File: config.mk
export PLATFORM = sky130hd
export DESIGN_NAME = nfh_ctrl
export DESIGN_NICKNAME = d
export VERILOG_FILES = /design/src/nfh_pkg.sv /design/src/nfh_cycle.sv /design/src/nfh_ctrl.sv
export SDC_FILE = /design/constraint.sdc
export NUM_CORES = 1
export LEC_CHECK = 0
export ABC_AREA = 1
export BUFFER_PORTS_ARGS = -buffer_cell sky130_fd_sc_hd__clkbuf_2
export CAP_MARGIN = 20
export CORE_MARGIN = 2
export CORE_UTILIZATION = 52
export DETAILED_ROUTE_END_ITERATION = 7
export PLACE_DENSITY = 0.72
export SLEW_MARGIN = 0
export SYNTH_ARGS = -nofsm -noshare
export SYNTH_HDL_FRONTEND = slang
export SYNTH_SLANG_ARGS = --single-unit
File: constraint.sdc
create_clock -name core_clk_i -period 5.2 [get_ports core_clk_i]
set_input_delay 1.04 -clock core_clk_i [delete_from_list [all_inputs] [get_ports core_clk_i]]
set_output_delay 1.04 -clock core_clk_i [all_outputs]
set_load 0.02 [all_outputs]
File: src/nfh_pkg.sv
`default_nettype none
package nfh_pkg;

	// ==========================================================
	// Timing, in nanoseconds, and derived clock counts
	// ==========================================================
	localparam int CLK_PERIOD_NS = 8;        // Core clock period
	localparam int T_WP_NS       = 15;       // Write strobe low time
	localparam int T_WH_NS       = 10;       // Strobe high time
	localparam int T_RD_LOW_NS   = 40;       // Read strobe low, covers sync
	localparam int T_WHR_NS      = 80;       // Write_to_read_delay
	// Least times round up to whole cycles
	localparam int WP_CYC  = (T_WP_NS + CLK_PERIOD_NS - 1) / CLK_PERIOD_NS;
	localparam int WH_CYC  = (T_WH_NS + CLK_PERIOD_NS - 1) / CLK_PERIOD_NS;
	localparam int RDL_CYC =
		(T_RD_LOW_NS + CLK_PERIOD_NS - 1) / CLK_PERIOD_NS;
	localparam int WHR_CYC = (T_WHR_NS + CLK_PERIOD_NS - 1) / CLK_PERIOD_NS;

	// ==========================================================
	// Command bytes on the flash bus
	// ==========================================================
	localparam logic [7:0] CMD_STATUS     = 8'h70; // Plain status
	localparam logic [7:0] CMD_STATUS_ENH = 8'h78; // Enhanced status
	localparam logic [7:0] CMD_READ_MODE  = 8'h00; // Back to data output
	localparam logic [7:0] CMD_RAND_READ  = 8'h05; // Random read, first
	localparam logic [7:0] CMD_RAND_CONF  = 8'he0; // Random read, confirm

	// ==========================================================
	// die_status bit layout
	// ==========================================================
	localparam int SB_WP   = 7;              // 1 = not protected
	localparam int SB_RDY  = 6;              // die_ready_flag
	localparam int SB_ARRAY_READY_FLAG = 5;              // array_ready_flag
	localparam int SB_DC   = 2;              // Meaningless bit
	localparam logic [7:0] STATUS_MASK = 8'hfb; // Drops the meaningless bit

	// ==========================================================
	// Controller register map
	// ==========================================================
	localparam int ADDR_W = 8;
	localparam logic [7:0] OFF_CTRL = 8'h00; // Op, poll, wp, multi, otp
	localparam logic [7:0] OFF_ROW  = 8'h04; // 24-bit row address
	localparam logic [7:0] OFF_COL  = 8'h08; // 16-bit column address
	localparam logic [7:0] OFF_STAT = 8'h0c; // Engine state and die_status
	localparam logic [7:0] OFF_DATA = 8'h10; // Last data byte read
	localparam int CF_OP_LSB = 0;            // Op field, 3 bits
	localparam int CF_OP_MSB = 2;
	localparam int CF_POLL   = 3;            // Re-read status until ready
	localparam int CF_WP_OFF = 4;            // Drives write-protect pin high
	localparam int CF_MULTI  = 5;            // Target holds several dies
	localparam int CF_OTP    = 6;            // Device is in OTP mode
	localparam int ST_BUSY_B = 0;            // STAT: sequence running
	localparam int ST_REF_B  = 1;            // STAT: last order refused
	localparam int ST_RB_B   = 2;            // STAT: ready/busy pin level
	localparam int ST_SMODE  = 3;            // STAT: device in status output
	localparam int ST_DSEL   = 4;            // STAT: die picked by 78h
	localparam int ST_DS_LSB = 8;            // STAT: die_status byte

	// ==========================================================
	// Types
	// ==========================================================
	typedef enum logic [2:0] {
		OP_NOP, OP_STATUS, OP_STATUS_ENH, OP_READ_MODE,
		OP_RAND_READ, OP_DATA_READ
	} nfh_op_t;

	typedef enum logic [1:0] {BK_CMD, BK_ADDR, BK_READ} nfh_bkind_t;

	typedef enum logic [2:0] {
		IT_CMD, IT_ADDR, IT_GAP, IT_READ, IT_END
	} nfh_item_t;

	typedef struct packed {
		nfh_item_t  kind;                    // What this step does
		logic [7:0] val;                     // Command or address byte
	} nfh_step_t;

	typedef struct packed {
		logic       ce_n;                    // Chip select, active low
		logic       cle;                     // Command latch enable
		logic       ale;                     // Address latch enable
		logic       we_n;                    // Write strobe, active low
		logic       re_n;                    // read_strobe_n
		logic [7:0] dq;                      // Data bus, outgoing
		logic       dq_oe;                   // High while host drives dq
	} nfh_pins_t;

endpackage : nfh_pkg
`default_nettype wire

File: src/nfh_cycle.sv
`timescale 1ns/1ps
`default_nettype none
// One bus cycle on the flash pins: command, address or data read
module nfh_cycle (
	input  wire logic              core_clk_i,
	input  wire logic              arst_n_i,
	input  wire logic              start_i,    // Begin one cycle
	input  wire nfh_pkg::nfh_bkind_t kind_i,   // Cycle type
	input  wire logic [7:0]        byte_i,     // Byte to write
	input  wire logic              ce_hold_i,  // Keep chip selected
	input  wire logic [7:0]        dq_i,       // Raw data pins
	output nfh_pkg::nfh_pins_t     pins_o,     // Registered pins
	output logic                   done_o,     // Cycle finished pulse
	output logic [7:0]             rdata_o     // Byte caught on read
);
	import nfh_pkg::*;

	// ==========================================================
	// State
	// ==========================================================
	typedef enum logic [1:0] {CY_IDLE, CY_LOW, CY_HIGH} nfh_cy_t;
	nfh_cy_t    state_reg, state_next;       // Strobe phase
	logic [3:0] cnt_reg, cnt_next;           // Phase length counter
	nfh_pins_t  pins_reg, pins_next;         // Pin image
	logic       done_reg, done_next;
	logic [7:0] rdata_reg, rdata_next;
	logic [7:0] dq_s1, dq_s2;                // Two-stage dq synchroniser
	logic       is_read;

	// ==========================================================
	// Input synchroniser
	// ==========================================================
	// dq comes from the device, not from this clock
	always_ff @(posedge core_clk_i or negedge arst_n_i) begin
		if (!arst_n_i) begin
			dq_s1 <= 8'h00;
			dq_s2 <= 8'h00;
		end else begin
			dq_s1 <= dq_i;
			dq_s2 <= dq_s1;
		end
	end

	// ==========================================================
	// Strobe sequencing
	// ==========================================================
	assign is_read = (kind_i == BK_READ);

	// Next phase, counter and pin image
	always_comb begin
		state_next = state_reg;
		cnt_next   = cnt_reg;
		pins_next  = pins_reg;
		done_next  = 1'b0;
		rdata_next = rdata_reg;
		unique case (state_reg)
			CY_IDLE: begin
				pins_next.ce_n = ~ce_hold_i;
				if (start_i) begin
					// Latch enables and strobe move together
					pins_next.ce_n  = 1'b0;
					pins_next.cle   = (kind_i == BK_CMD);
					pins_next.ale   = (kind_i == BK_ADDR);
					pins_next.we_n  = is_read;
					pins_next.re_n  = ~is_read;
					pins_next.dq    = byte_i;
					pins_next.dq_oe = ~is_read;
					cnt_next = is_read ? 4'(RDL_CYC - 1) : 4'(WP_CYC - 1);
					state_next = CY_LOW;
				end
			end
			CY_LOW: begin
				if (cnt_reg == 4'h0) begin
					// Read strobe low long enough for two sync stages
					if (pins_reg.re_n == 1'b0) begin
						rdata_next = dq_s2;
					end
					pins_next.we_n = 1'b1;
					pins_next.re_n = 1'b1;
					cnt_next   = 4'(WH_CYC - 1);
					state_next = CY_HIGH;
				end else begin
					cnt_next = cnt_reg - 4'h1;
				end
			end
			CY_HIGH: begin
				if (cnt_reg == 4'h0) begin
					// Data and latches held through the high phase
					pins_next.cle   = 1'b0;
					pins_next.ale   = 1'b0;
					pins_next.dq_oe = 1'b0;
					done_next  = 1'b1;
					state_next = CY_IDLE;
				end else begin
					cnt_next = cnt_reg - 4'h1;
				end
			end
		endcase
	end

	// Register the phase state
	always_ff @(posedge core_clk_i or negedge arst_n_i) begin
		if (!arst_n_i) begin
			state_reg <= CY_IDLE;
			cnt_reg   <= 4'h0;
			pins_reg  <= '{ce_n: 1'b1, cle: 1'b0, ale: 1'b0, we_n: 1'b1,
				re_n: 1'b1, dq: 8'h00, dq_oe: 1'b0};
			done_reg  <= 1'b0;
			rdata_reg <= 8'h00;
		end else begin
			state_reg <= state_next;
			cnt_reg   <= cnt_next;
			pins_reg  <= pins_next;
			done_reg  <= done_next;
			rdata_reg <= rdata_next;
		end
	end

	assign pins_o  = pins_reg;
	assign done_o  = done_reg;
	assign rdata_o = rdata_reg;

endmodule : nfh_cycle
`default_nettype wire

File: src/nfh_ctrl.sv
`timescale 1ns/1ps
`default_nettype none
module nfh_ctrl (
	input  wire logic               core_clk_i,
	input  wire logic               arst_n_i,
	input  wire logic [7:0]         reg_addr_i,  // Register byte address
	input  wire logic [31:0]        reg_wdata_i, // Write data
	input  wire logic               reg_wr_i,    // Write strobe
	input  wire logic               reg_rd_i,    // Read strobe
	output logic [31:0]             reg_rdata_o, // Read data, next cycle
	input  wire logic [7:0]         dq_i,        // Flash data pins in
	input  wire logic               rb_n_i,      // Ready/busy pin
	output nfh_pkg::nfh_pins_t      pins_o,      // Flash bus pins
	output logic                    wp_n_o       // Write-protect pin
);
	import nfh_pkg::*;

	// ==========================================================
	// State and registers
	// ==========================================================
	typedef enum logic [1:0] {ST_IDLE, ST_ISSUE, ST_BUSY, ST_GAP} nfh_st_t;
	nfh_st_t     st_reg, st_next;            // Sequencer state
	nfh_op_t     op_reg, op_next;            // Order being run
	logic [3:0]  step_reg, step_next;        // Position in the order
	logic [3:0]  gap_reg, gap_next;          // Delay counter
	logic [6:3]  cfg_reg, cfg_next;          // poll, wp_off, multi, otp
	logic [23:0] row_reg, row_next;          // Page, block, die_unit
	logic [15:0] col_reg, col_next;          // Cache column
	logic [7:0]  ds_reg, ds_next;            // Latest die_status, masked
	logic [7:0]  data_reg, data_next;        // Latest data byte
	logic        smode_reg, smode_next;      // Device shows status
	logic        dsel_reg, dsel_next;        // One die picked by 78h
	logic        ref_reg, ref_next;          // Order refused, sticky
	logic [31:0] rdata_reg, rdata_next;
	logic        rb_s1, rb_s2;               // Ready/busy synchroniser
	logic        eng_start;
	nfh_bkind_t  eng_kind;
	logic        eng_done;
	logic [7:0]  eng_rdata;
	nfh_step_t   cur;                        // Current step of the order
	nfh_op_t     wr_op;                      // Op field of a CTRL write
	logic        refuse;                     // Host-side guard trips

	// ==========================================================
	// Order tables
	// ==========================================================
	// Each order is a short list of bus steps; IT_END closes it
	function automatic nfh_step_t step_of(input nfh_op_t op,
		input logic [3:0] s, input logic [23:0] row,
		input logic [15:0] col);
		nfh_step_t r;
		r = '{kind: IT_END, val: 8'h00};
		unique case (op)
			OP_STATUS: begin
				if (s == 4'h0) r = '{kind: IT_CMD, val: CMD_STATUS};
				if (s == 4'h1) r = '{kind: IT_GAP, val: 8'h00};
				if (s == 4'h2) r = '{kind: IT_READ, val: 8'h00};
			end
			OP_STATUS_ENH: begin
				// Row cycles name the die and plane to report
				if (s == 4'h0) r = '{kind: IT_CMD, val: CMD_STATUS_ENH};
				if (s == 4'h1) r = '{kind: IT_ADDR, val: row[7:0]};
				if (s == 4'h2) r = '{kind: IT_ADDR, val: row[15:8]};
				if (s == 4'h3) r = '{kind: IT_ADDR, val: row[23:16]};
				if (s == 4'h4) r = '{kind: IT_GAP, val: 8'h00};
				if (s == 4'h5) r = '{kind: IT_READ, val: 8'h00};
			end
			OP_READ_MODE: begin
				if (s == 4'h0) r = '{kind: IT_CMD, val: CMD_READ_MODE};
			end
			OP_RAND_READ: begin
				// Full 16-bit column reaches any byte of the cache
				if (s == 4'h0) r = '{kind: IT_CMD, val: CMD_RAND_READ};
				if (s == 4'h1) r = '{kind: IT_ADDR, val: col[7:0]};
				if (s == 4'h2) r = '{kind: IT_ADDR, val: col[15:8]};
				if (s == 4'h3) r = '{kind: IT_CMD, val: CMD_RAND_CONF};
				if (s == 4'h4) r = '{kind: IT_GAP, val: 8'h00};
			end
			OP_DATA_READ: begin
				// Steps 0-1 run only when status output is on
				if (s == 4'h0) r = '{kind: IT_CMD, val: CMD_READ_MODE};
				if (s == 4'h1) r = '{kind: IT_GAP, val: 8'h00};
				if (s == 4'h2) r = '{kind: IT_READ, val: 8'h00};
			end
			default: r = '{kind: IT_END, val: 8'h00};
		endcase
		return r;
	endfunction : step_of

	assign cur   = step_of(op_reg, step_reg, row_reg, col_reg);
	assign wr_op = nfh_op_t'(reg_wdata_i[CF_OP_MSB:CF_OP_LSB]);

	// Guards against bus contention and forbidden moments
	// Judged on the incoming config bits, not on cfg_next, which would
	// close a loop through the next-value process
	assign refuse = (reg_wdata_i[CF_MULTI] && wr_op == OP_STATUS)
		|| (reg_wdata_i[CF_OTP] && wr_op == OP_STATUS_ENH)
		|| (reg_wdata_i[CF_MULTI] && wr_op == OP_RAND_READ
		&& !dsel_reg);

	assign eng_start = (st_reg == ST_ISSUE)
		&& (cur.kind == IT_CMD || cur.kind == IT_ADDR
		|| cur.kind == IT_READ);
	assign eng_kind = (cur.kind == IT_CMD) ? BK_CMD
		: (cur.kind == IT_ADDR) ? BK_ADDR : BK_READ;

	// ==========================================================
	// Pin cycle engine
	// ==========================================================
	nfh_cycle u_cycle (
		.core_clk_i (core_clk_i),
		.arst_n_i   (arst_n_i),
		.start_i    (eng_start),
		.kind_i     (eng_kind),
		.byte_i     (cur.val),
		.ce_hold_i  (st_reg != ST_IDLE),
		.dq_i       (dq_i),
		.pins_o     (pins_o),
		.done_o     (eng_done),
		.rdata_o    (eng_rdata)
	);

	// ==========================================================
	// Sequencer and register file, next values
	// ==========================================================
	always_comb begin
		st_next    = st_reg;
		op_next    = op_reg;
		step_next  = step_reg;
		gap_next   = gap_reg;
		cfg_next   = cfg_reg;
		row_next   = row_reg;
		col_next   = col_reg;
		ds_next    = ds_reg;
		data_next  = data_reg;
		smode_next = smode_reg;
		dsel_next  = dsel_reg;
		ref_next   = ref_reg;
		rdata_next = 32'h0000_0000;
		// Software writes; CTRL also launches an order
		if (reg_wr_i && reg_addr_i == OFF_ROW) row_next = reg_wdata_i[23:0];
		if (reg_wr_i && reg_addr_i == OFF_COL) col_next = reg_wdata_i[15:0];
		if (reg_wr_i && reg_addr_i == OFF_CTRL) begin
			cfg_next = reg_wdata_i[CF_OTP:CF_POLL];
			ref_next = 1'b0;
			if (st_reg == ST_IDLE && wr_op != OP_NOP) begin
				if (refuse) begin
					ref_next = 1'b1;    // Set wins over the clear
				end else begin
					op_next   = wr_op;
					// Data read skips read-mode unless status is on
					step_next = (wr_op == OP_DATA_READ && !smode_reg)
						? 4'h2 : 4'h0;
					st_next   = ST_ISSUE;
				end
			end
		end
		unique case (st_reg)
			ST_IDLE: ;
			ST_ISSUE: begin
				if (cur.kind == IT_END) begin
					st_next = ST_IDLE;
				end else if (cur.kind == IT_GAP) begin
					gap_next = 4'(WHR_CYC - 1);
					st_next  = ST_GAP;
				end else begin
					st_next = ST_BUSY;
				end
				// Track what the device will answer with
				if (cur.kind == IT_CMD) begin
					if (cur.val == CMD_STATUS
						|| cur.val == CMD_STATUS_ENH) smode_next = 1'b1;
					if (cur.val == CMD_READ_MODE
						|| cur.val == CMD_RAND_CONF) smode_next = 1'b0;
					if (cur.val == CMD_STATUS_ENH) dsel_next = 1'b1;
				end
			end
			ST_BUSY: begin
				if (eng_done) begin
					st_next   = ST_ISSUE;
					step_next = step_reg + 4'h1;
					if (cur.kind == IT_READ && op_reg == OP_DATA_READ) begin
						data_next = eng_rdata;
					end else if (cur.kind == IT_READ) begin
						ds_next = eng_rdata & STATUS_MASK;
						// Polling re-reads the live status byte
						if (cfg_reg[CF_POLL] && !eng_rdata[SB_RDY]) begin
							step_next = step_reg;
						end
					end
				end
			end
			ST_GAP: begin
				if (gap_reg == 4'h0) begin
					st_next   = ST_ISSUE;
					step_next = step_reg + 4'h1;
				end else begin
					gap_next = gap_reg - 4'h1;
				end
			end
		endcase
		// Register reads answer in the following cycle only
		if (reg_rd_i) begin
			unique case (reg_addr_i)
				OFF_CTRL: rdata_next[CF_OTP:CF_POLL] = cfg_reg;
				OFF_ROW:  rdata_next[23:0] = row_reg;
				OFF_COL:  rdata_next[15:0] = col_reg;
				OFF_STAT: begin
					rdata_next[ST_BUSY_B] = (st_reg != ST_IDLE);
					rdata_next[ST_REF_B]  = ref_reg;
					rdata_next[ST_RB_B]   = rb_s2;
					rdata_next[ST_SMODE]  = smode_reg;
					rdata_next[ST_DSEL]   = dsel_reg;
					rdata_next[ST_DS_LSB +: 8] = ds_reg;
				end
				OFF_DATA: rdata_next[7:0] = data_reg;
				default:  rdata_next = 32'h0000_0000;
			endcase
		end
	end

	// ==========================================================
	// Registers
	// ==========================================================
	always_ff @(posedge core_clk_i or negedge arst_n_i) begin
		if (!arst_n_i) begin
			st_reg    <= ST_IDLE;
			op_reg    <= OP_NOP;
			step_reg  <= 4'h0;
			gap_reg   <= 4'h0;
			cfg_reg   <= 4'h0;
			row_reg   <= 24'h00_0000;
			col_reg   <= 16'h0000;
			ds_reg    <= 8'h00;
			data_reg  <= 8'h00;
			smode_reg <= 1'b0;
			dsel_reg  <= 1'b0;
			ref_reg   <= 1'b0;
			rdata_reg <= 32'h0000_0000;
			wp_n_o    <= 1'b0;
			rb_s1     <= 1'b0;
			rb_s2     <= 1'b0;
		end else begin
			st_reg    <= st_next;
			op_reg    <= op_next;
			step_reg  <= step_next;
			gap_reg   <= gap_next;
			cfg_reg   <= cfg_next;
			row_reg   <= row_next;
			col_reg   <= col_next;
			ds_reg    <= ds_next;
			data_reg  <= data_next;
			smode_reg <= smode_next;
			dsel_reg  <= dsel_next;
			ref_reg   <= ref_next;
			rdata_reg <= rdata_next;
			wp_n_o    <= cfg_next[CF_WP_OFF];
			rb_s1     <= rb_n_i;
			rb_s2     <= rb_s1;
		end
	end

	assign reg_rdata_o = rdata_reg;

	// ==========================================================
	// Checks
	// ==========================================================
	logic [7:0] since_reg;                   // Cycles since last cmd/addr
	logic [7:0] last_cmd_reg;                // Last command byte sent
	logic [1:0] addr_cnt_reg;                // Address cycles after it
	always_ff @(posedge core_clk_i or negedge arst_n_i) begin
		if (!arst_n_i) begin
			since_reg    <= 8'h00;
			last_cmd_reg <= 8'hff;
			addr_cnt_reg <= 2'h0;
		end else begin
			if (eng_start && eng_kind != BK_READ) since_reg <= 8'h00;
			else if (since_reg != 8'hff) since_reg <= since_reg + 8'h01;
			if (eng_start && eng_kind == BK_CMD) begin
				last_cmd_reg <= cur.val;
				addr_cnt_reg <= 2'h0;
			end else if (eng_start && eng_kind == BK_ADDR) begin
				addr_cnt_reg <= addr_cnt_reg + 2'h1;
			end
		end
	end

	property p_no_plain_multi;
		@(posedge core_clk_i) disable iff (!arst_n_i)
		(eng_start && eng_kind == BK_CMD && cfg_reg[CF_MULTI])
			|-> cur.val != CMD_STATUS;
	endproperty
	a_no_plain_multi: assert property (p_no_plain_multi)
		else $error("plain status sent on a multi-die target");
	property p_no_enh_otp;
		@(posedge core_clk_i) disable iff (!arst_n_i)
		(eng_start && eng_kind == BK_CMD && cfg_reg[CF_OTP])
			|-> cur.val != CMD_STATUS_ENH;
	endproperty
	a_no_enh_otp: assert property (p_no_enh_otp)
		else $error("enhanced status sent in OTP mode");
	property p_rand_sel;
		@(posedge core_clk_i) disable iff (!arst_n_i)
		(eng_start && eng_kind == BK_CMD && cur.val == CMD_RAND_READ
			&& cfg_reg[CF_MULTI]) |-> dsel_reg;
	endproperty
	a_rand_sel: assert property (p_rand_sel)
		else $error("random read without a selected die");
	property p_masked;
		@(posedge core_clk_i) disable iff (!arst_n_i)
		$changed(ds_reg) |-> !ds_reg[SB_DC];
	endproperty
	a_masked: assert property (p_masked)
		else $error("status bit 2 kept");
	property p_mode_first;
		@(posedge core_clk_i) disable iff (!arst_n_i)
		(eng_start && eng_kind == BK_READ && op_reg == OP_DATA_READ)
			|-> !smode_reg;
	endproperty
	a_mode_first: assert property (p_mode_first)
		else $error("data read while status output is on");
	property p_whr;
		@(posedge core_clk_i) disable iff (!arst_n_i)
		(eng_start && eng_kind == BK_READ) |-> since_reg >= 8'(WHR_CYC);
	endproperty
	a_whr: assert property (p_whr)
		else $error("data read before write_to_read_delay");
	property p_rand_seq;
		@(posedge core_clk_i) disable iff (!arst_n_i)
		(eng_start && eng_kind == BK_CMD && cur.val == CMD_RAND_CONF)
			|-> last_cmd_reg == CMD_RAND_READ && addr_cnt_reg == 2'h2;
	endproperty
	a_rand_seq: assert property (p_rand_seq)
		else $error("E0h without 05h and two column cycles");
	property p_enh_rows;
		@(posedge core_clk_i) disable iff (!arst_n_i)
		(eng_start && eng_kind == BK_READ && op_reg == OP_STATUS_ENH)
			|-> last_cmd_reg == CMD_STATUS_ENH && addr_cnt_reg == 2'h3;
	endproperty
	a_enh_rows: assert property (p_enh_rows)
		else $error("enhanced status read without three row cycles");

endmodule : nfh_ctrl
`default_nettype wire

**After elaboration in Yosys (flattened, before gate mapping)**

Index checks and enable logic that the tools add are counted.

- Add/sub/neg operators: 3
- Multiply operators: 0
- Div/mod/pow operators: 0
- $lt $le $gt $ge: 0
- Equal/unequal tests: 40
- Shift operators: 0
- Muxes and demuxes: 70
- Bitwise operators: 5
- Reductions and logical operators: 48

Operators with widths:

| operator | count |
|---|---|
| two-way mux 11 bit | 17 |
| two-way mux 4 bit | 14 |
| one-hot mux 11 bit (5 select lines) | 1 |
| two-way mux 2 bit | 13 |
| two-way mux 24 bit | 1 |
| one-hot mux 8 bit (3 select lines) | 1 |
| AND reduction 3 bit | 8 |
| equality test 8 x 4 -> 1 bit (second input constant) | 2 |
| equality test 8 x 7 -> 1 bit (second input constant) | 2 |
| logical NOT 8 bit | 2 |
| one-hot mux 4 bit (2 select lines) | 2 |
| equality test 3 x 2 -> 1 bit (second input constant) | 5 |
| equality test 3 bit (second input constant) | 5 |
| two-way mux 14 bit | 1 |
| logical AND 1 bit | 12 |
| logical NOT 4 bit | 3 |
| one-hot mux 2 bit (3 select lines) | 2 |
| one-hot mux 3 bit (4 select lines) | 1 |
| one-hot mux 4 bit (3 select lines) | 1 |
| one-hot mux 2 bit (5 select lines) | 1 |
| nonzero test 2 bit | 5 |
| equality test 3 x 1 -> 1 bit (second input constant) | 3 |
| equality test 2 bit (second input constant) | 4 |
| equality test 4 x 2 -> 1 bit (second input constant) | 2 |
| 26 further kinds | 58 |

- Register bits: 154
- Bits in latches: 0
- RAM bits: 0
- Bits in read-only memories: 0
- Input bits: 53
- Output and inout bits: 47
- Logic and storage cells: 195
- Memories: 0

**Longest topological paths before layout**

- Word-level depth: 15
- Mapped depth: 15
- Depth with buffers taken out: 15

**Hierarchy**

Synthesis repeated with hierarchy kept, for this count alone.

- Cells, all modules: 833
- Area, all modules: 7009.2 µm²

Modules (own cells, without submodules):

| module | times used | cells each | area an instance (µm²) | seq. area each (µm²) |
|---|---|---|---|---|
| nfh_ctrl | 1 | 669 | 5202.5 | 2527.4 |
| nfh_cycle | 1 | 164 | 1806.7 | 1129.8 |

**Worst setup path after synthesis**

OpenSTA, ideal clock, no wires.

- Path kind: input port to flip-flop
- Start: input port reg_addr_i[1]
- End: register step_reg[3]
- Library setup time: 0.117 ns
- Arrival time: 2.268 ns
- Data required time: 5.083 ns
- Path slack: 2.815 ns
- Cell stages on the path: 12
- Path buffers: 0
- Path through: nor2_4 -> inv_2 -> nor3_4 -> nand2_2 -> inv_2 -> nand2_4 -> nor3_2 -> nand2_2 -> clkinv_1 -> o21ai_2 -> nand2_1 -> nand2_1

- Longest elaborated chain between the ends: 5
- Elaborated cells on any way between the ends: 6
- Classes of those cells: 4 x mux; 2 x reduce/logical

RTL lines:

| what | line | RTL |
|---|---|---|
| start: declaration | nfh_ctrl.sv:6 | `input wire logic [7:0] reg_addr_i,` |
| logical NOT 8 bit (*) | nfh_ctrl.sv:143 | `if (reg_wr_i && reg_addr_i == OFF_CTRL) begin` |
| logical AND 1 bit (*) | nfh_ctrl.sv:143 |  |
| two-way mux 4 bit (*) | nfh_ctrl.sv:143 |  |
| two-way mux 4 bit (on tied branches) | nfh_ctrl.sv:194, nfh_ctrl.sv:179 |  |
| one-hot mux 4 bit (2 select lines) (*) | nfh_ctrl.sv:158 | `unique case (st_reg)` |
| end signal: assignment | nfh_ctrl.sv:246 | `step_reg <= step_next;` |
| end: declaration | nfh_ctrl.sv:24 | `logic [3:0] step_reg, step_next;` |

Every way passes the cells marked *; elsewhere a longest branch is shown, timed or not.
A chain may end at the register's enable or synchronous reset.

**Final worst setup path**

- Start: input port reg_addr_i[5]
- End: register col_reg[7]

- Longest elaborated chain between the ends: 2

RTL lines:

| what | line | RTL |
|---|---|---|
| equality test 8 x 4 -> 1 bit | nfh_ctrl.sv:142 | `if (reg_wr_i && reg_addr_i == OFF_COL) col_next = reg_wdata_i[15:0];` |
| logical AND 1 bit | nfh_ctrl.sv:142 |  |
| end signal: assignment | nfh_ctrl.sv:250 | `col_reg <= col_next;` |
| end: declaration | nfh_ctrl.sv:28 | `logic [15:0] col_reg, col_next;` |

No other way between the ends.

==> metrics.md <==
| Metric | Value |
|---|---|
| # nets final | 977 |
| Core Footprint | 13100 sq um |
| Global placement routability congestion | 0.879 |
| IO Pins | 100 |
| Busiest grt layer | met2 |
| IO buf count | 83 |
| DR pass1 iterations | 5 |
| CTS buffer count | 17 |
| Tot Pwr | 2.90 mW |
| Hold Vio Cnt, Final | 0 |
| Initial antenna violation count | 0 |
| Max-cap violations | 0 |
| Vias in the first global route | 5373 |
| Warnings, synthesis | 0 |
| Fillers | 1183 |
| Syn Inst Count | 829 |
| Syn_area_per_cell | 8.34 sq um |
| Post-synth EDFFs | 0 |
| WL/cell | 14.3 um |
| GRT overflow | 0 |
| Share of cells above drive strength 1 | 16.6% |
| CTS sink count | 146 |
| Vias per inst | 5.08 |
| Relative slew slack | 39.0% |
| DIE HEIGHT | 119 um |
| Max clock buf depth | 2 |
| Worst slew pin tran | 0.908 ns |
| Largest net degree at the start of global routing | 59 |
| Crit-path max FO | 32 |
| Initial Util | 52.7% |
| Worst-Skew Late Latency | 0.43 ns |
| Netlist Area Pre-Place | 6920 sq um |
| RSZ-0062 raised after global routing | false |
| Final setup fails | 0 |
| # DRC | 0 |
| Fmax | 0.342 GHz |
| Setup Crit Path Kind | input pin to register |
| Kind of start point of the critical path | input pin |
| Clock tree from TritonCTS | done |
| Area of the multi-input gates | 2660 sq um |
| First DRT Iteration DRCs | 430 |
| Fraction of registers with async set or reset after synthesis | 100% |
| Unique cell type count in the Yosys netlist | 48 |
| Final Critical Period | 2.93 ns |
| Setup TNS | 0 ns |
| Wire length of the first global-routing pass | 26200 um |
| Fin worst setup slack | 2.27 ns |
| Top_reg_cell synth | dfrtp_1 |
| Area grow syn2layout | 16.0% |
| Die X | 119 um |
| Commonest non-fill, non-tap cell in the layout | nand2_1 |
| Root Buffer | clkbuf_16 |
| Worst EP arrival | 3.24 ns |
| Slew Limit Fails | 0 |
| GRT met2 Usage | 37.4% |
| Die area | 14200 sq um |
| Maximum vdd ir drop | 373 uV |
| Post-CTS Setup Inserts | 0 |
| H-tree Lvls | 4 |
| HP Class | register to register |
| Run status | completed |
| Clock Skews | 0.00976 ns |
| Met3 usage | 5.80% |
| Antenna cells | 0 |
| Post-synthesis sequential area ratio | 52.9% |
| Cts hold-fix bufs | 0 |
| WP data required | 5.51 ns |
| Most frequent cells in the layout | nand2_1, dfrtp_1, inv_1 |
| Total wire length | 15800 um |
| Final Cycle Share | 56.3% |
| Register Area | 3660 sq um |
| Clk slew on worst S/H paths | 0.06 ns |
| CTS resizes | 0 |
| Pwr Density | 361 nW/um^2 |
| Critical Path End Type | register |
| Met1 usage | 31.7% |
| Dpl ws | 1.89 ns |
| Synth Register Bits | 146 |
| Tot GR Track Use | 23.5% |
| DRT antenna net count | 0 |
| Leakage | 4.33 nW |
| Post-DP HPWL | 11500 um |
| Vias | 5603 |
| Rows | 42 |
## routing by layer
layer / vias up / share of wire, %
met3: 26 / 5.5
li1: 2793 / -
met5: - / 0
met2: 175 / 47
met1: 2609 / 46
met4: 0 / 1.9
## stage by stage
stage / instances / hold slack [ns] / area, sq um / utilization [%]
finish: 1102 / 0.347 / 8020 / 61.1
global route: 1102 / 0.356 / 8020 / 61.1
CTS: 1102 / 0.348 / 8020 / 61.1
detailed placement: 1070 / 0.335 / 7450 / 56.7
global placement: 1070 / 0.333 / 7450 / 56.7
floorplan: 836 / 0.331 / 6940 / -
## Yosys cell counts, types with 4 or more instances
library cell  number  area share [%]
o21ai_1           22             1.6
buf_2              4            0.29
o211ai_1           7            0.76
nor3_1             5            0.36
clkbuf_1          12            0.65
nand4_1           11            0.99
nor2_1            67             3.6
buf_4             10             1.1
inv_2              9            0.49
ha_1              11             2.0
nand2_2            7            0.63
xor2_1             4            0.51
nand3_1           49             3.5
dfrtp_1          143              52
inv_1            111             6.0
a21oi_1           37             2.7
nand2_1          215              12
o21ai_0           57             4.1
## power by group
group | total, mW | internal, mW | leakage, nW | switching [mW]
clock network | 1.17 | 0.697 | 0.272 | 0.478
logic | 0.438 | 0.142 | 2.16 | 0.296
registers | 1.28 | 1.23 | 1.89 | 0.0502
total | 2.90 | 2.07 | 4.33 | 0.824
## worst paths after layout
kind	start	to	slack, ns	cells past startpoint
worst min-delay path	u_cycle.dq_s1[4]	u_cycle.dq_s2[4]	0.35	0
max in group asynchronous	arst_n_i	gap_reg[3]	3.63	2
worst max register to register	step_reg[0]	ds_reg[1]	2.80	13
min in group asynchronous	arst_n_i	col_reg[8]	0.57	1
worst max-delay path	reg_addr_i[5]	col_reg[7]	2.27	8
worst min register to register	u_cycle.dq_s1[4]	u_cycle.dq_s2[4]	0.35	0
## logic make-up after synthesis
group	count (synthesis)	share of synthesized area, %
xor gates and xnor gates	6	0.760
adders and majority gates	11	1.99
buffers and inverters	150	9.01
and+or+nand+nor	372	23.7
other	1	0.0542
muxes	2	0.307
DFF	146	52.9
AOI/OAI and AO/OA	141	11.3
## area by class of cell
type / instances / area share, %
Clock buffer: 21 / 5.86
Clock inverter: 11 / 1.31
Inverter: 122 / 5.74
Multi-Input combinational cell: 540 / 33.2
Sequential cell: 146 / 45.6
Tap cell: 176 / 2.75
Timing Repair Buffer: 86 / 5.54
## worst max-delay path, cell delays in order
cell	delay [ns]
clkbuf_2	0.10
nor2_1	0.10
nand3_1	0.14
inv_1	0.15
nand4_1	0.18
inv_1	0.43
nand2_1	0.67
o21ai_0	0.42
No activity file was read; power rests on OpenSTA's default activity.
